<file path="src/pkg/arc_pkg.sv">
// constants and types for the converter result and compare control block
package arc_pkg;
  localparam int AW = 12;
  localparam int DW = 32;
  localparam int RES_W = 10;
  localparam int BYTE_W = 8;
  localparam int CH_W = 4;
  localparam int DIV_W = 8;
  localparam int DCNT_W = 10;
  localparam int PCNT_W = 5;
  localparam int IDX_W = AW - 2;

  // register indices; byte address is four times the index
  localparam logic [IDX_W-1:0] IDX_CTRL = 10'h093;
  localparam logic [IDX_W-1:0] IDX_DIV = 10'h094;
  localparam logic [IDX_W-1:0] IDX_RES_LO = 10'h096;
  localparam logic [IDX_W-1:0] IDX_RES_HI = 10'h097;
  localparam logic [IDX_W-1:0] IDX_STAT = 10'h098;
  localparam logic [IDX_W-1:0] IDX_MASK = 10'h099;

  // control and status register fields
  localparam int CTRL_START_BIT = 0;
  localparam int CTRL_CMP_BIT = 1;
  localparam int CTRL_ALIGN_BIT = 2;
  localparam int CTRL_PUMP_BIT = 3;
  localparam int CTRL_PWR_BIT = 4;
  localparam int CTRL_CH_LSB = 8;
  localparam int STAT_FLAG_BIT = 0;

  // reset values
  localparam logic [BYTE_W-1:0] RES_RST = 8'h00;
  localparam logic [DIV_W-1:0] DIV_RST = 8'h00;
  localparam logic [CH_W-1:0] CH_RST = 4'h0;

  // timing
  localparam logic [8:0] DIV_BASE = 9'h100;
  localparam logic [PCNT_W-1:0] CONV_PERIODS = 5'h1a;

  typedef enum logic [0:0] {
    ST_IDLE = 1'b0,
    ST_CONV = 1'b1
  } arc_state_e;
endpackage

</file>
<file path="src/pkg/arc_core_if.sv">
// carrier between the control core, its clock divider and its formatter
`timescale 1ns/1ps
interface arc_core_if;
  import arc_pkg::*;
  logic [DIV_W-1:0] divider;
  logic run;
  logic tick;
  logic [RES_W-1:0] result;
  logic align_right;
  logic [BYTE_W-1:0] pack_hi;
  logic [BYTE_W-1:0] pack_lo;
  logic [BYTE_W-1:0] reg_hi;
  logic [BYTE_W-1:0] reg_lo;
  logic [RES_W-1:0] threshold;
  modport div_m (input divider, input run, output tick);
  modport fmt_m (input result, input align_right, input reg_hi, input reg_lo,
                 output pack_hi, output pack_lo, output threshold);
endinterface

</file>
<file path="src/verilog/arc_clk_div.sv">
// converter clock enable divider
`timescale 1ns/1ps
module arc_clk_div (
  input wire logic ref_clk, // system clock
  input wire logic rst, // synchronous reset
  arc_core_if.div_m dv // divider setting, run and tick
);
  import arc_pkg::*;

  logic [DCNT_W-1:0] cnt_r;
  logic [DCNT_W-1:0] cnt_nxt;
  logic tick_r;
  logic tick_nxt;
  logic [DCNT_W-1:0] last;

  always_comb begin
    // two system cycles per step of the 256 minus setting count
    last = {9'(DIV_BASE - {1'b0, dv.divider}), 1'b0} - 10'h001;
    cnt_nxt = cnt_r;
    tick_nxt = 1'b0;
    if (!dv.run) begin
      cnt_nxt = '0;
    // at or past the end: a divider rewrite mid-run must not let the count wrap
    end else if (cnt_r >= last) begin
      cnt_nxt = '0;
      tick_nxt = 1'b1;
    end else begin
      cnt_nxt = cnt_r + 10'h001;
    end
  end

  always_ff @(posedge ref_clk) begin
    if (rst) begin
      cnt_r <= '0;
      tick_r <= 1'b0;
    end else begin
      cnt_r <= cnt_nxt;
      tick_r <= tick_nxt;
    end
  end

  assign dv.tick = tick_r;
endmodule

</file>
<file path="src/verilog/arc_format.sv">
// result packing into byte registers and threshold unpacking
`timescale 1ns/1ps
module arc_format (
  arc_core_if.fmt_m fm // result, alignment, byte registers
);
  import arc_pkg::*;

  always_comb begin
    if (fm.align_right) begin
      fm.pack_hi = {6'h00, fm.result[9:8]};
      fm.pack_lo = fm.result[7:0];
      fm.threshold = {fm.reg_hi[1:0], fm.reg_lo};
    end else begin
      fm.pack_hi = fm.result[9:2];
      fm.pack_lo = {fm.result[1:0], 6'h00};
      fm.threshold = {fm.reg_hi, fm.reg_lo[7:6]};
    end
  end
endmodule

</file>
<file path="src/verilog/arc_ctrl.sv">
// converter result and compare control with Avalon-MM register slave
//
// Register access over Avalon-MM was left to the implementer.
`timescale 1ns/1ps
module arc_ctrl (
  input wire logic ref_clk, // 200 MHz system clock
  input wire logic rst, // synchronous reset, active high
  input wire logic [arc_pkg::AW-1:0] avs_address, // byte address
  input wire logic avs_read, // read request
  input wire logic avs_write, // write request
  input wire logic [arc_pkg::DW-1:0] avs_writedata, // write data
  output logic [arc_pkg::DW-1:0] avs_readdata, // read data
  output logic avs_waitrequest, // stall
  input wire logic [arc_pkg::RES_W-1:0] afe_data, // converted value
  input wire logic afe_above, // input above threshold
  output logic afe_sample, // begin of a conversion period
  output logic afe_conv_tick, // converter clock enable
  output logic [arc_pkg::CH_W-1:0] afe_channel, // input channel select
  output logic afe_pump_on, // charge pump enable
  output logic afe_power_on, // converter power
  output logic afe_compare_on, // compare mode
  output logic [arc_pkg::RES_W-1:0] afe_threshold, // compare threshold
  output logic irq // level interrupt
);
  import arc_pkg::*;

  // ----------------------------------------------------------------
  // declarations
  // ----------------------------------------------------------------
  arc_core_if ifc ();

  arc_state_e state_r;
  arc_state_e state_nxt;
  logic [PCNT_W-1:0] pcnt_r;
  logic [PCNT_W-1:0] pcnt_nxt;
  logic start_r;
  logic start_nxt;
  logic cmp_r;
  logic cmp_nxt;
  logic align_r;
  logic align_nxt;
  logic pump_r;
  logic pump_nxt;
  logic pwr_r;
  logic pwr_nxt;
  logic [CH_W-1:0] ch_r;
  logic [CH_W-1:0] ch_nxt;
  logic [DIV_W-1:0] div_r;
  logic [DIV_W-1:0] div_nxt;
  logic [BYTE_W-1:0] lo_r;
  logic [BYTE_W-1:0] lo_nxt;
  logic [BYTE_W-1:0] hi_r;
  logic [BYTE_W-1:0] hi_nxt;
  logic flag_r;
  logic flag_nxt;
  logic mask_r;
  logic mask_nxt;
  logic wait_r;
  logic wait_nxt;
  logic [DW-1:0] rdata_r;
  logic [DW-1:0] rdata_nxt;
  logic irq_r;
  logic irq_nxt;
  logic sample_r;
  logic sample_nxt;
  logic [RES_W-1:0] thr_r;
  logic [RES_W-1:0] dat_s1_r;
  logic [RES_W-1:0] dat_s2_r;
  logic abv_s1_r;
  logic abv_s2_r;
  logic [IDX_W-1:0] idx;
  logic wr_go;
  logic period_end;
  logic set_flag;

  function automatic logic hit(input logic go, input logic [IDX_W-1:0] a,
                               input logic [IDX_W-1:0] b);
    hit = go && (a == b);
  endfunction

  // ----------------------------------------------------------------
  // submodules
  // ----------------------------------------------------------------
  arc_clk_div u_div (
    .ref_clk(ref_clk),
    .rst(rst),
    .dv(ifc.div_m)
  );

  arc_format u_fmt (
    .fm(ifc.fmt_m)
  );

  assign ifc.divider = div_r;
  assign ifc.run = (state_r == ST_CONV);
  assign ifc.result = dat_s2_r;
  assign ifc.align_right = align_r;
  assign ifc.reg_hi = hi_r;
  assign ifc.reg_lo = lo_r;

  // ----------------------------------------------------------------
  // input synchronisers
  // ----------------------------------------------------------------
  // data bus is held steady by the front end around period end,
  // so a plain two-stage capture per bit is enough
  always_ff @(posedge ref_clk) begin
    if (rst) begin
      dat_s1_r <= '0;
      dat_s2_r <= '0;
      abv_s1_r <= 1'b0;
      abv_s2_r <= 1'b0;
    end else begin
      dat_s1_r <= afe_data;
      dat_s2_r <= dat_s1_r;
      abv_s1_r <= afe_above;
      abv_s2_r <= abv_s1_r;
    end
  end

  // ----------------------------------------------------------------
  // next state
  // ----------------------------------------------------------------
  always_comb begin
    idx = avs_address[AW-1:2];
    wr_go = avs_write && !wait_r;
    state_nxt = state_r;
    pcnt_nxt = pcnt_r;
    start_nxt = start_r;
    cmp_nxt = cmp_r;
    align_nxt = align_r;
    pump_nxt = pump_r;
    pwr_nxt = pwr_r;
    ch_nxt = ch_r;
    div_nxt = div_r;
    lo_nxt = lo_r;
    hi_nxt = hi_r;
    mask_nxt = mask_r;
    sample_nxt = 1'b0;
    set_flag = 1'b0;
    period_end = ifc.tick && (pcnt_r == CONV_PERIODS - 5'h01);

    // bus handshake: one stall cycle, then a single accept cycle
    wait_nxt = 1'b1;
    rdata_nxt = rdata_r;
    if ((avs_read || avs_write) && wait_r) begin
      wait_nxt = 1'b0;
      rdata_nxt = '0;
      unique case (idx)
        IDX_CTRL: begin
          rdata_nxt[CTRL_START_BIT] = start_r;
          rdata_nxt[CTRL_CMP_BIT] = cmp_r;
          rdata_nxt[CTRL_ALIGN_BIT] = align_r;
          rdata_nxt[CTRL_PUMP_BIT] = pump_r;
          rdata_nxt[CTRL_PWR_BIT] = pwr_r;
          rdata_nxt[CTRL_CH_LSB +: CH_W] = ch_r;
        end
        IDX_DIV: rdata_nxt[DIV_W-1:0] = div_r;
        IDX_RES_LO: rdata_nxt[BYTE_W-1:0] = lo_r;
        IDX_RES_HI: rdata_nxt[BYTE_W-1:0] = hi_r;
        IDX_STAT: rdata_nxt[STAT_FLAG_BIT] = flag_r;
        IDX_MASK: rdata_nxt[STAT_FLAG_BIT] = mask_r;
        default: rdata_nxt = '0;
      endcase
    end

    // conversion sequencer
    unique case (state_r)
      ST_IDLE: begin
        pcnt_nxt = '0;
        if (start_r) begin
          state_nxt = ST_CONV;
          sample_nxt = 1'b1;
        end
      end
      ST_CONV: begin
        if (!start_r) begin
          state_nxt = ST_IDLE;
          pcnt_nxt = '0;
        end else if (period_end) begin
          pcnt_nxt = '0;
          if (cmp_r) begin
            // stays running; start is never cleared here
            sample_nxt = 1'b1;
            set_flag = abv_s2_r;
          end else begin
            lo_nxt = ifc.pack_lo;
            hi_nxt = ifc.pack_hi;
            start_nxt = 1'b0;
            set_flag = 1'b1;
            state_nxt = ST_IDLE;
          end
        end else if (ifc.tick) begin
          pcnt_nxt = pcnt_r + 5'h01;
        end
      end
    endcase

    // software writes take effect on the accept edge, except align while start is set
    if (hit(wr_go, idx, IDX_CTRL)) begin
      start_nxt = avs_writedata[CTRL_START_BIT];
      cmp_nxt = avs_writedata[CTRL_CMP_BIT];
      pump_nxt = avs_writedata[CTRL_PUMP_BIT];
      pwr_nxt = avs_writedata[CTRL_PWR_BIT];
      ch_nxt = avs_writedata[CTRL_CH_LSB +: CH_W];
      if (!start_r) begin
        align_nxt = avs_writedata[CTRL_ALIGN_BIT];
      end
    end
    if (hit(wr_go, idx, IDX_DIV)) begin
      div_nxt = avs_writedata[DIV_W-1:0];
    end
    // threshold load; hardware update in the same cycle loses
    if (hit(wr_go, idx, IDX_RES_LO)) begin
      lo_nxt = avs_writedata[BYTE_W-1:0];
    end
    if (hit(wr_go, idx, IDX_RES_HI)) begin
      hi_nxt = avs_writedata[BYTE_W-1:0];
    end
    if (hit(wr_go, idx, IDX_MASK)) begin
      mask_nxt = avs_writedata[STAT_FLAG_BIT];
    end

    // write one clears, a same-cycle event still sets
    flag_nxt = flag_r;
    if (hit(wr_go, idx, IDX_STAT) && avs_writedata[STAT_FLAG_BIT]) begin
      flag_nxt = 1'b0;
    end
    if (set_flag) begin
      flag_nxt = 1'b1;
    end
    irq_nxt = flag_nxt && mask_nxt;
  end

  // ----------------------------------------------------------------
  // registers
  // ----------------------------------------------------------------
  always_ff @(posedge ref_clk) begin
    if (rst) begin
      state_r <= ST_IDLE;
      pcnt_r <= '0;
      start_r <= 1'b0;
      cmp_r <= 1'b0;
      align_r <= 1'b0;
      pump_r <= 1'b0;
      pwr_r <= 1'b0;
      ch_r <= CH_RST;
      div_r <= DIV_RST;
      lo_r <= RES_RST;
      hi_r <= RES_RST;
      flag_r <= 1'b0;
      mask_r <= 1'b0;
      wait_r <= 1'b1;
      rdata_r <= '0;
      irq_r <= 1'b0;
      sample_r <= 1'b0;
      thr_r <= '0;
    end else begin
      state_r <= state_nxt;
      pcnt_r <= pcnt_nxt;
      start_r <= start_nxt;
      cmp_r <= cmp_nxt;
      align_r <= align_nxt;
      pump_r <= pump_nxt;
      pwr_r <= pwr_nxt;
      ch_r <= ch_nxt;
      div_r <= div_nxt;
      lo_r <= lo_nxt;
      hi_r <= hi_nxt;
      flag_r <= flag_nxt;
      mask_r <= mask_nxt;
      wait_r <= wait_nxt;
      rdata_r <= rdata_nxt;
      irq_r <= irq_nxt;
      sample_r <= sample_nxt;
      thr_r <= ifc.threshold;
    end
  end

  // ----------------------------------------------------------------
  // outputs
  // ----------------------------------------------------------------
  assign avs_readdata = rdata_r;
  assign avs_waitrequest = wait_r;
  assign afe_sample = sample_r;
  assign afe_conv_tick = ifc.tick;
  assign afe_channel = ch_r;
  assign afe_pump_on = pump_r;
  assign afe_power_on = pwr_r;
  assign afe_compare_on = cmp_r;
  assign afe_threshold = thr_r;
  assign irq = irq_r;
endmodule

</file>
<file path="config.mk">
export PLATFORM = sky130hd
export DESIGN_NAME = arc_ctrl
export DESIGN_NICKNAME = d
export VERILOG_FILES = /design/src/pkg/arc_pkg.sv /design/src/pkg/arc_core_if.sv /design/src/verilog/arc_clk_div.sv /design/src/verilog/arc_format.sv /design/src/verilog/arc_ctrl.sv
export SDC_FILE = /design/constraint.sdc
export NUM_CORES = 1
export LEC_CHECK = 0
export ABC_AREA = 1
export BUFFER_PORTS_ARGS = -buffer_cell sky130_fd_sc_hd__clkbuf_2
export CAP_MARGIN = 25
export CORE_ASPECT_RATIO = 1.25
export CORE_MARGIN = 5
export CORE_UTILIZATION = 30
export CTS_CLUSTER_DIAMETER = 150
export DETAILED_ROUTE_END_ITERATION = 8
export PLACE_DENSITY_LB_ADDON = 0.05
export SLEW_MARGIN = 40
export SYNTH_ARGS = -nofsm -noshare
export SYNTH_HDL_FRONTEND = slang
export SYNTH_SLANG_ARGS = --single-unit
</file>
<file path="constraint.sdc">
create_clock -name ref_clk -period 2.9 [get_ports ref_clk]
set_clock_uncertainty 0.1 [all_clocks]
set_input_delay 0.58 -clock ref_clk [delete_from_list [all_inputs] [get_ports ref_clk]]
set_output_delay 0.58 -clock ref_clk [all_outputs]
set_load 0.02 [all_outputs]
</file>
# Yosys cells after proc, flatten, opt, wreduce, memory -nomap -nowiden

Index checks and enable logic that the tools add are counted.

Input port bits: 59
Logic and storage cells: 106
Output and inout port bits: 53
Register bits after elaboration: 99

Eq/ne operators: 10
$add $sub $neg: 4
Bitwise operators: 2
Multiplexer cells: 40
Reduce and logical (&&, ||, !) cells: 25
Magnitude comparators: 1

Operators with widths:

| cell                  | count |
|---|---|
| $mux 8                | 12 |
| $eq 10x8->1 const B   | 6 |
| $mux 1                | 17 |
| $pmux 4 s4            | 1 |
| $mux 5                | 3 |
| $reduce_bool 2->1     | 7 |
| $logic_and 1x1->1     | 11 |
| $add 10x1->10 const B | 1 |
| $ge 10x10->1          | 1 |
| $mux 10               | 1 |
| $pmux 5 s2            | 1 |
| $sub 10x1->10 const B | 1 |
| $pmux 3 s3            | 1 |
| $sub 9x8->9 const A   | 1 |
| $reduce_and 4->1      | 2 |
| $pmux 1 s6            | 1 |
| $add 5x1->5 const B   | 1 |
| $eq 5x5->1 const B    | 1 |
| $mux 4                | 1 |
| $ne 2x1->1 const B    | 2 |
| $ne 4x2->1 const B    | 1 |
| $pmux 1 s2            | 2 |
| $reduce_or 3->1       | 1 |
| $not 1->1             | 2 |
| other kinds (4)       | 4 |

# Longest topological paths before layout

Word-level depth: 7
Gate-level depth with buffers: 18
Mapped depth without buffers: 18

# By module

Synthesis repeated with hierarchy kept, for this count alone.

Cell total of the unflattened synthesis: 725
Area, all modules: 5099.9 um^2

By module, submodules not included:

| module      | cells each | instances | seq. area each (um^2) | area an instance (um^2) |
|---|---|---|---|---|
| arc_ctrl    | 503        | 1         | 1761.7                | 3772.4 |
| arc_clk_div | 151        | 1         | 220.2                 | 996.0 |
| arc_format  | 71         | 1         | 0.0                   | 331.6 |

# Least setup slack after synthesis

No wires, ideal clock.

Kind: register -> register
Start: register div_r[0]
End: register u_div.cnt_r[3]
Data required time: 2.717 ns
Path buffers: 0
Slack: 0.317 ns
Setup time: 0.083 ns
Clock period less this slack: 2.583 ns
Arrival: 2.400 ns
Stages on the path, launching flop included: 13
Cells stage by stage: dfxtp_1 inv_1 ha_1 nand3_1 xor2_1 inv_1 nand3_1 xor2_1 ha_1 a21oi_1 o21a_1 nand4_1 nor3b_1

Word-level cells in the longest chain between the ends: 4

Ends and longest elaborated chain:

| what                             | RTL line          | source |
|---|---|---|
| from (decl)                      | arc_ctrl.sv:48    | `logic [DIV_W-1:0] div_r;` |
| from (signal assigned)           | arc_ctrl.sv:266   | `div_r <= div_nxt;` |
| $sub 9x8->9                      | arc_clk_div.sv:18 | `last = {9'(DIV_BASE - {1'b0, dv.divider}), 1'b0} - 10'h001;` |
| $sub 10x1->10                    | arc_clk_div.sv:18 |  |
| $ge 10x10->1                     | arc_clk_div.sv:24 | `end else if (cnt_r >= last) begin` |
| $reduce_or 3->1 (no source line) | n/a               |  |
| to (signal assigned)             | arc_clk_div.sv:37 | `cnt_r <= cnt_nxt;` |
| to (decl)                        | arc_clk_div.sv:10 | `logic [DCNT_W-1:0] cnt_r;` |

No other way between the ends.
A chain may end at the register's enable or synchronous reset.

# Final worst setup path

Start: register div_r[1]
End: register u_div.cnt_r[3]

The elaborated chain is that of the path after synthesis.

==> key figures <==
Synth
  • Post-Synthesis Cells: 706
  • Synth Cell Area: 5000 um^2
  • Netlist cell types: 39
  • Dominant cells by area after synthesis: dfxtp_1, nand2_1, nor2_1, inv_1, nand3_1
  • Post-synth ARST share: 0%
  • EDFF count, synth: 0
  • Synth Warn #: 0
  • Synth area leader: dfxtp_1
  • Top-area cell type share of the netlist area: 39.6%
  • Post-synthesis sequential area ratio: 39.6%
  • Main flop type after synthesis: dfxtp_1
  • Avg Inst Size Synth: 7.09 um^2
  • FF+latch count, synth: 99

Setup path
  • WS Path Type: reg -> reg
  • Cell Chain, Critical Path: inv_1 -> ha_1 -> buf_4 -> xor2_1 -> nand2_1 -> nor2_2 -> nand3b_1 -> xor2_1 -> inv_1 -> ha_1 -> nand2_1 -> nor2_2 -> nand3b_1 -> nand4_1 -> buf_6 -> nor3b_1
  • Worst path arrival time: 2.76 ns
  • Worst-path maximum fanout: 10
  • Crit path max-delay family: simple AND/OR/NAND/NOR gates
  • Setup crit end kind: flip-flop
  • CP Launch Type: flip-flop
  • Critical path required time: 3.07 ns
  • CP max-delay cell: dfxtp_1
  • CP max stage delay: 0.38 ns
  • Buf/Inv on CP: 4

Floorplanning
  • Die W: 125 um
  • Die area: 19400 um^2
  • Starting Density: 30.8%
  • Die Y: 154 um
  • Core Area: 16300 um^2
  • I/O Pins: 112
  • # rows: 52

Hold path
  • Min-delay worst type: reg -> reg

Global route
  • GRT overflow: 0
  • Initial antenna violation count: 0
  • Largest net degree at the start of global routing: 32
  • First-pass GRT wire length: 22900 um
  • Vias in the first global route: 4413
  • GRT Total Usage: 14.9%

Power and ir drop
  • Final Power: 2.76 mW
  • Worst VDD drop: 0.258 mV
  • Power Density: 472 nW/um^2
  • Leakage: 2.87 nW

Timing
  • Final setup TNS: 0 ns
  • Actual slew at the worst max-slew pin: 0.623 ns
  • Minimum clock period: 2.58 ns
  • Crit share post-route: 89.0%
  • RSZ-0062 raised after global routing: false
  • Final Hold Viols: 0
  • Max Slew Vio Count: 0
  • Final worst setup slack: 0.319 ns
  • Slew headroom: 58.4%
  • Final setup viols: 0
  • FMAX: 0.387 GHz
  • Hold_ws: 0.302 ns

Drt
  • Via-to-Cell Ratio: 4.46
  • Drt total wl: 14000 um
  • Met2 WL: 7210 um
  • Initial DRC Count: 199
  • Pre-antenna DRT Iters: 5
  • Met3 wire length: 522 um
  • Antenna viol nets, final: 0
  • Vias: 4425
  • Wire per inst: 14.1 um
  • # DRC: 0
  • WL met1: 5790 um
  • Max layer used: met4

Clock tree
  • Root buf cell: clkbuf_16
  • Clock tree from TritonCTS: done
  • Number of CTS-inserted buffers: 9
  • Hold_buf cts: 0
  • CTS Sinks: 99
  • Setup Buffers After CTS: 0
  • H-tree levels: 3
  • Clock Latency Late Sink: 0.35 ns
  • Clk buf depth: 2
  • Clk slew on worst S/H paths: 0.07 ns

Cells and area
  • Post-Layout Inst Area: 5840 um^2
  • Commonest non-fill, non-tap cell in the layout: nand2_1
  • Total Nets Final: 843
  • Ant diodes: 0
  • Final core occ: 35.9%
  • Synthesis-to-finish area growth: 16.8%
  • Layout cell share with drive strength beyond 1: 16.5%
  • Final Non-Filler Cells: 992
  • Most frequent cells in the layout: nand2_1, nor2_1, dfxtp_1, inv_1, clkbuf_2

Placement
  • DP Wirelength: 11000 um
  • Placed cells: 976
  • Port Buffer Count: 69
  • Area after DPL: 5500 um^2
  • GPL Wtd Cong: 0.798
  • Pre-CTS WS: 0.177 ns

Run status
  • Outcome: completed

Run
  • Max Cap Violations: 0
-- cells in the mapped netlist, types with 4 or more instances --
| library cell | count |
|---|---|
| clkbuf_1 | 11 |
| nor2_1 | 109 |
| o21ai_0 | 35 |
| o21ai_1 | 12 |
| xor2_1 | 14 |
| a21oi_1 | 32 |
| buf_2 | 6 |
| buf_4 | 21 |
| nor3_1 | 14 |
| nor2_4 | 4 |
| dfxtp_1 | 99 |
| inv_1 | 88 |
| nand3_1 | 60 |
| inv_2 | 4 |
| nand2_1 | 136 |
| ha_1 | 13 |
| nand4_1 | 9 |
-- registers in the layout (all words and copies together), names as in the netlist, 4 cells and up --
name and cells:
avs_readdata 12, afe_threshold 10, dat_s1_r 10, dat_s2_r 10
u_div.cnt_r 10, div_r 8, hi_r 8, ifc.reg_lo 8
pcnt_r 5, afe_channel 4
-- kinds of logic after synthesis --
| group | synth area share [%] |
|---|---|
| AOI/OAI and AO/OA | 9.35 |
| xor gates and xnor gates | 2.45 |
| adders and majority gates | 3.25 |
| buffers and inverters | 12.4 |
| DFF | 39.6 |
| muxes | 0.200 |
| other | 0.0750 |
| and+or+nand+nor | 32.6 |
-- timing repair --
item,in CTS,in global routing
resized for setup,0,13
hold endpoints to repair,0,0
setup endpoints to repair,0,11
-- cell type report --
class / count / area, um^2
Inverter: 93 / 350
Clock inverter: 3 / 47.5
Clock buffer: 13 / 250
Sequential cell: 99 / 1980
Timing Repair Buffer: 78 / 429
Multi-Input combinational cell: 490 / 2510
Tap cell: 216 / 270
Fill cell: 1820 / 10400
-- per-layer routing --
layer / vias to the layer above / global-route usage (%)
met1: 2004 / 17.4
li1: 2322 / -
met2: 75 / 26.6
met5: - / 0
met3: 24 / 2.17
met4: 0 / 7.44
-- worst reg2reg max path, cell delays in order, from the launching register on --
cell and delay, ns:
dfxtp_1 0.38, inv_1 0.08, ha_1 0.20, buf_4 0.14, xor2_1 0.12, nand2_1 0.07
nor2_2 0.17, nand3b_1 0.11, xor2_1 0.16, inv_1 0.07, ha_1 0.26, nand2_1 0.07
nor2_2 0.04, nand3b_1 0.09, nand4_1 0.11, buf_6 0.16, nor3b_1 0.16
-- path summary, 6_finish.rpt --
| kind | slack (ns) | from | cells after the start | end |
|---|---|---|---|---|
| worst max-delay path | 0.32 | div_r[1] | 16 | u_div.cnt_r[3] |
| worst min-delay path | 0.30 | dat_s1_r[2] | 2 | dat_s2_r[2] |
| worst max register to register | 0.32 | div_r[1] | 16 | u_div.cnt_r[3] |
| worst min register to register | 0.30 | dat_s1_r[2] | 2 | dat_s2_r[2] |
-- power by group --
group / switching (mW) / internal, mW / total, mW
Sequential: 0.00644 / 1.38 / 1.38
Combinational: 0.116 / 0.0424 / 0.159
Clock: 0.521 / 0.697 / 1.22
(Power assumes the default switching activity.)
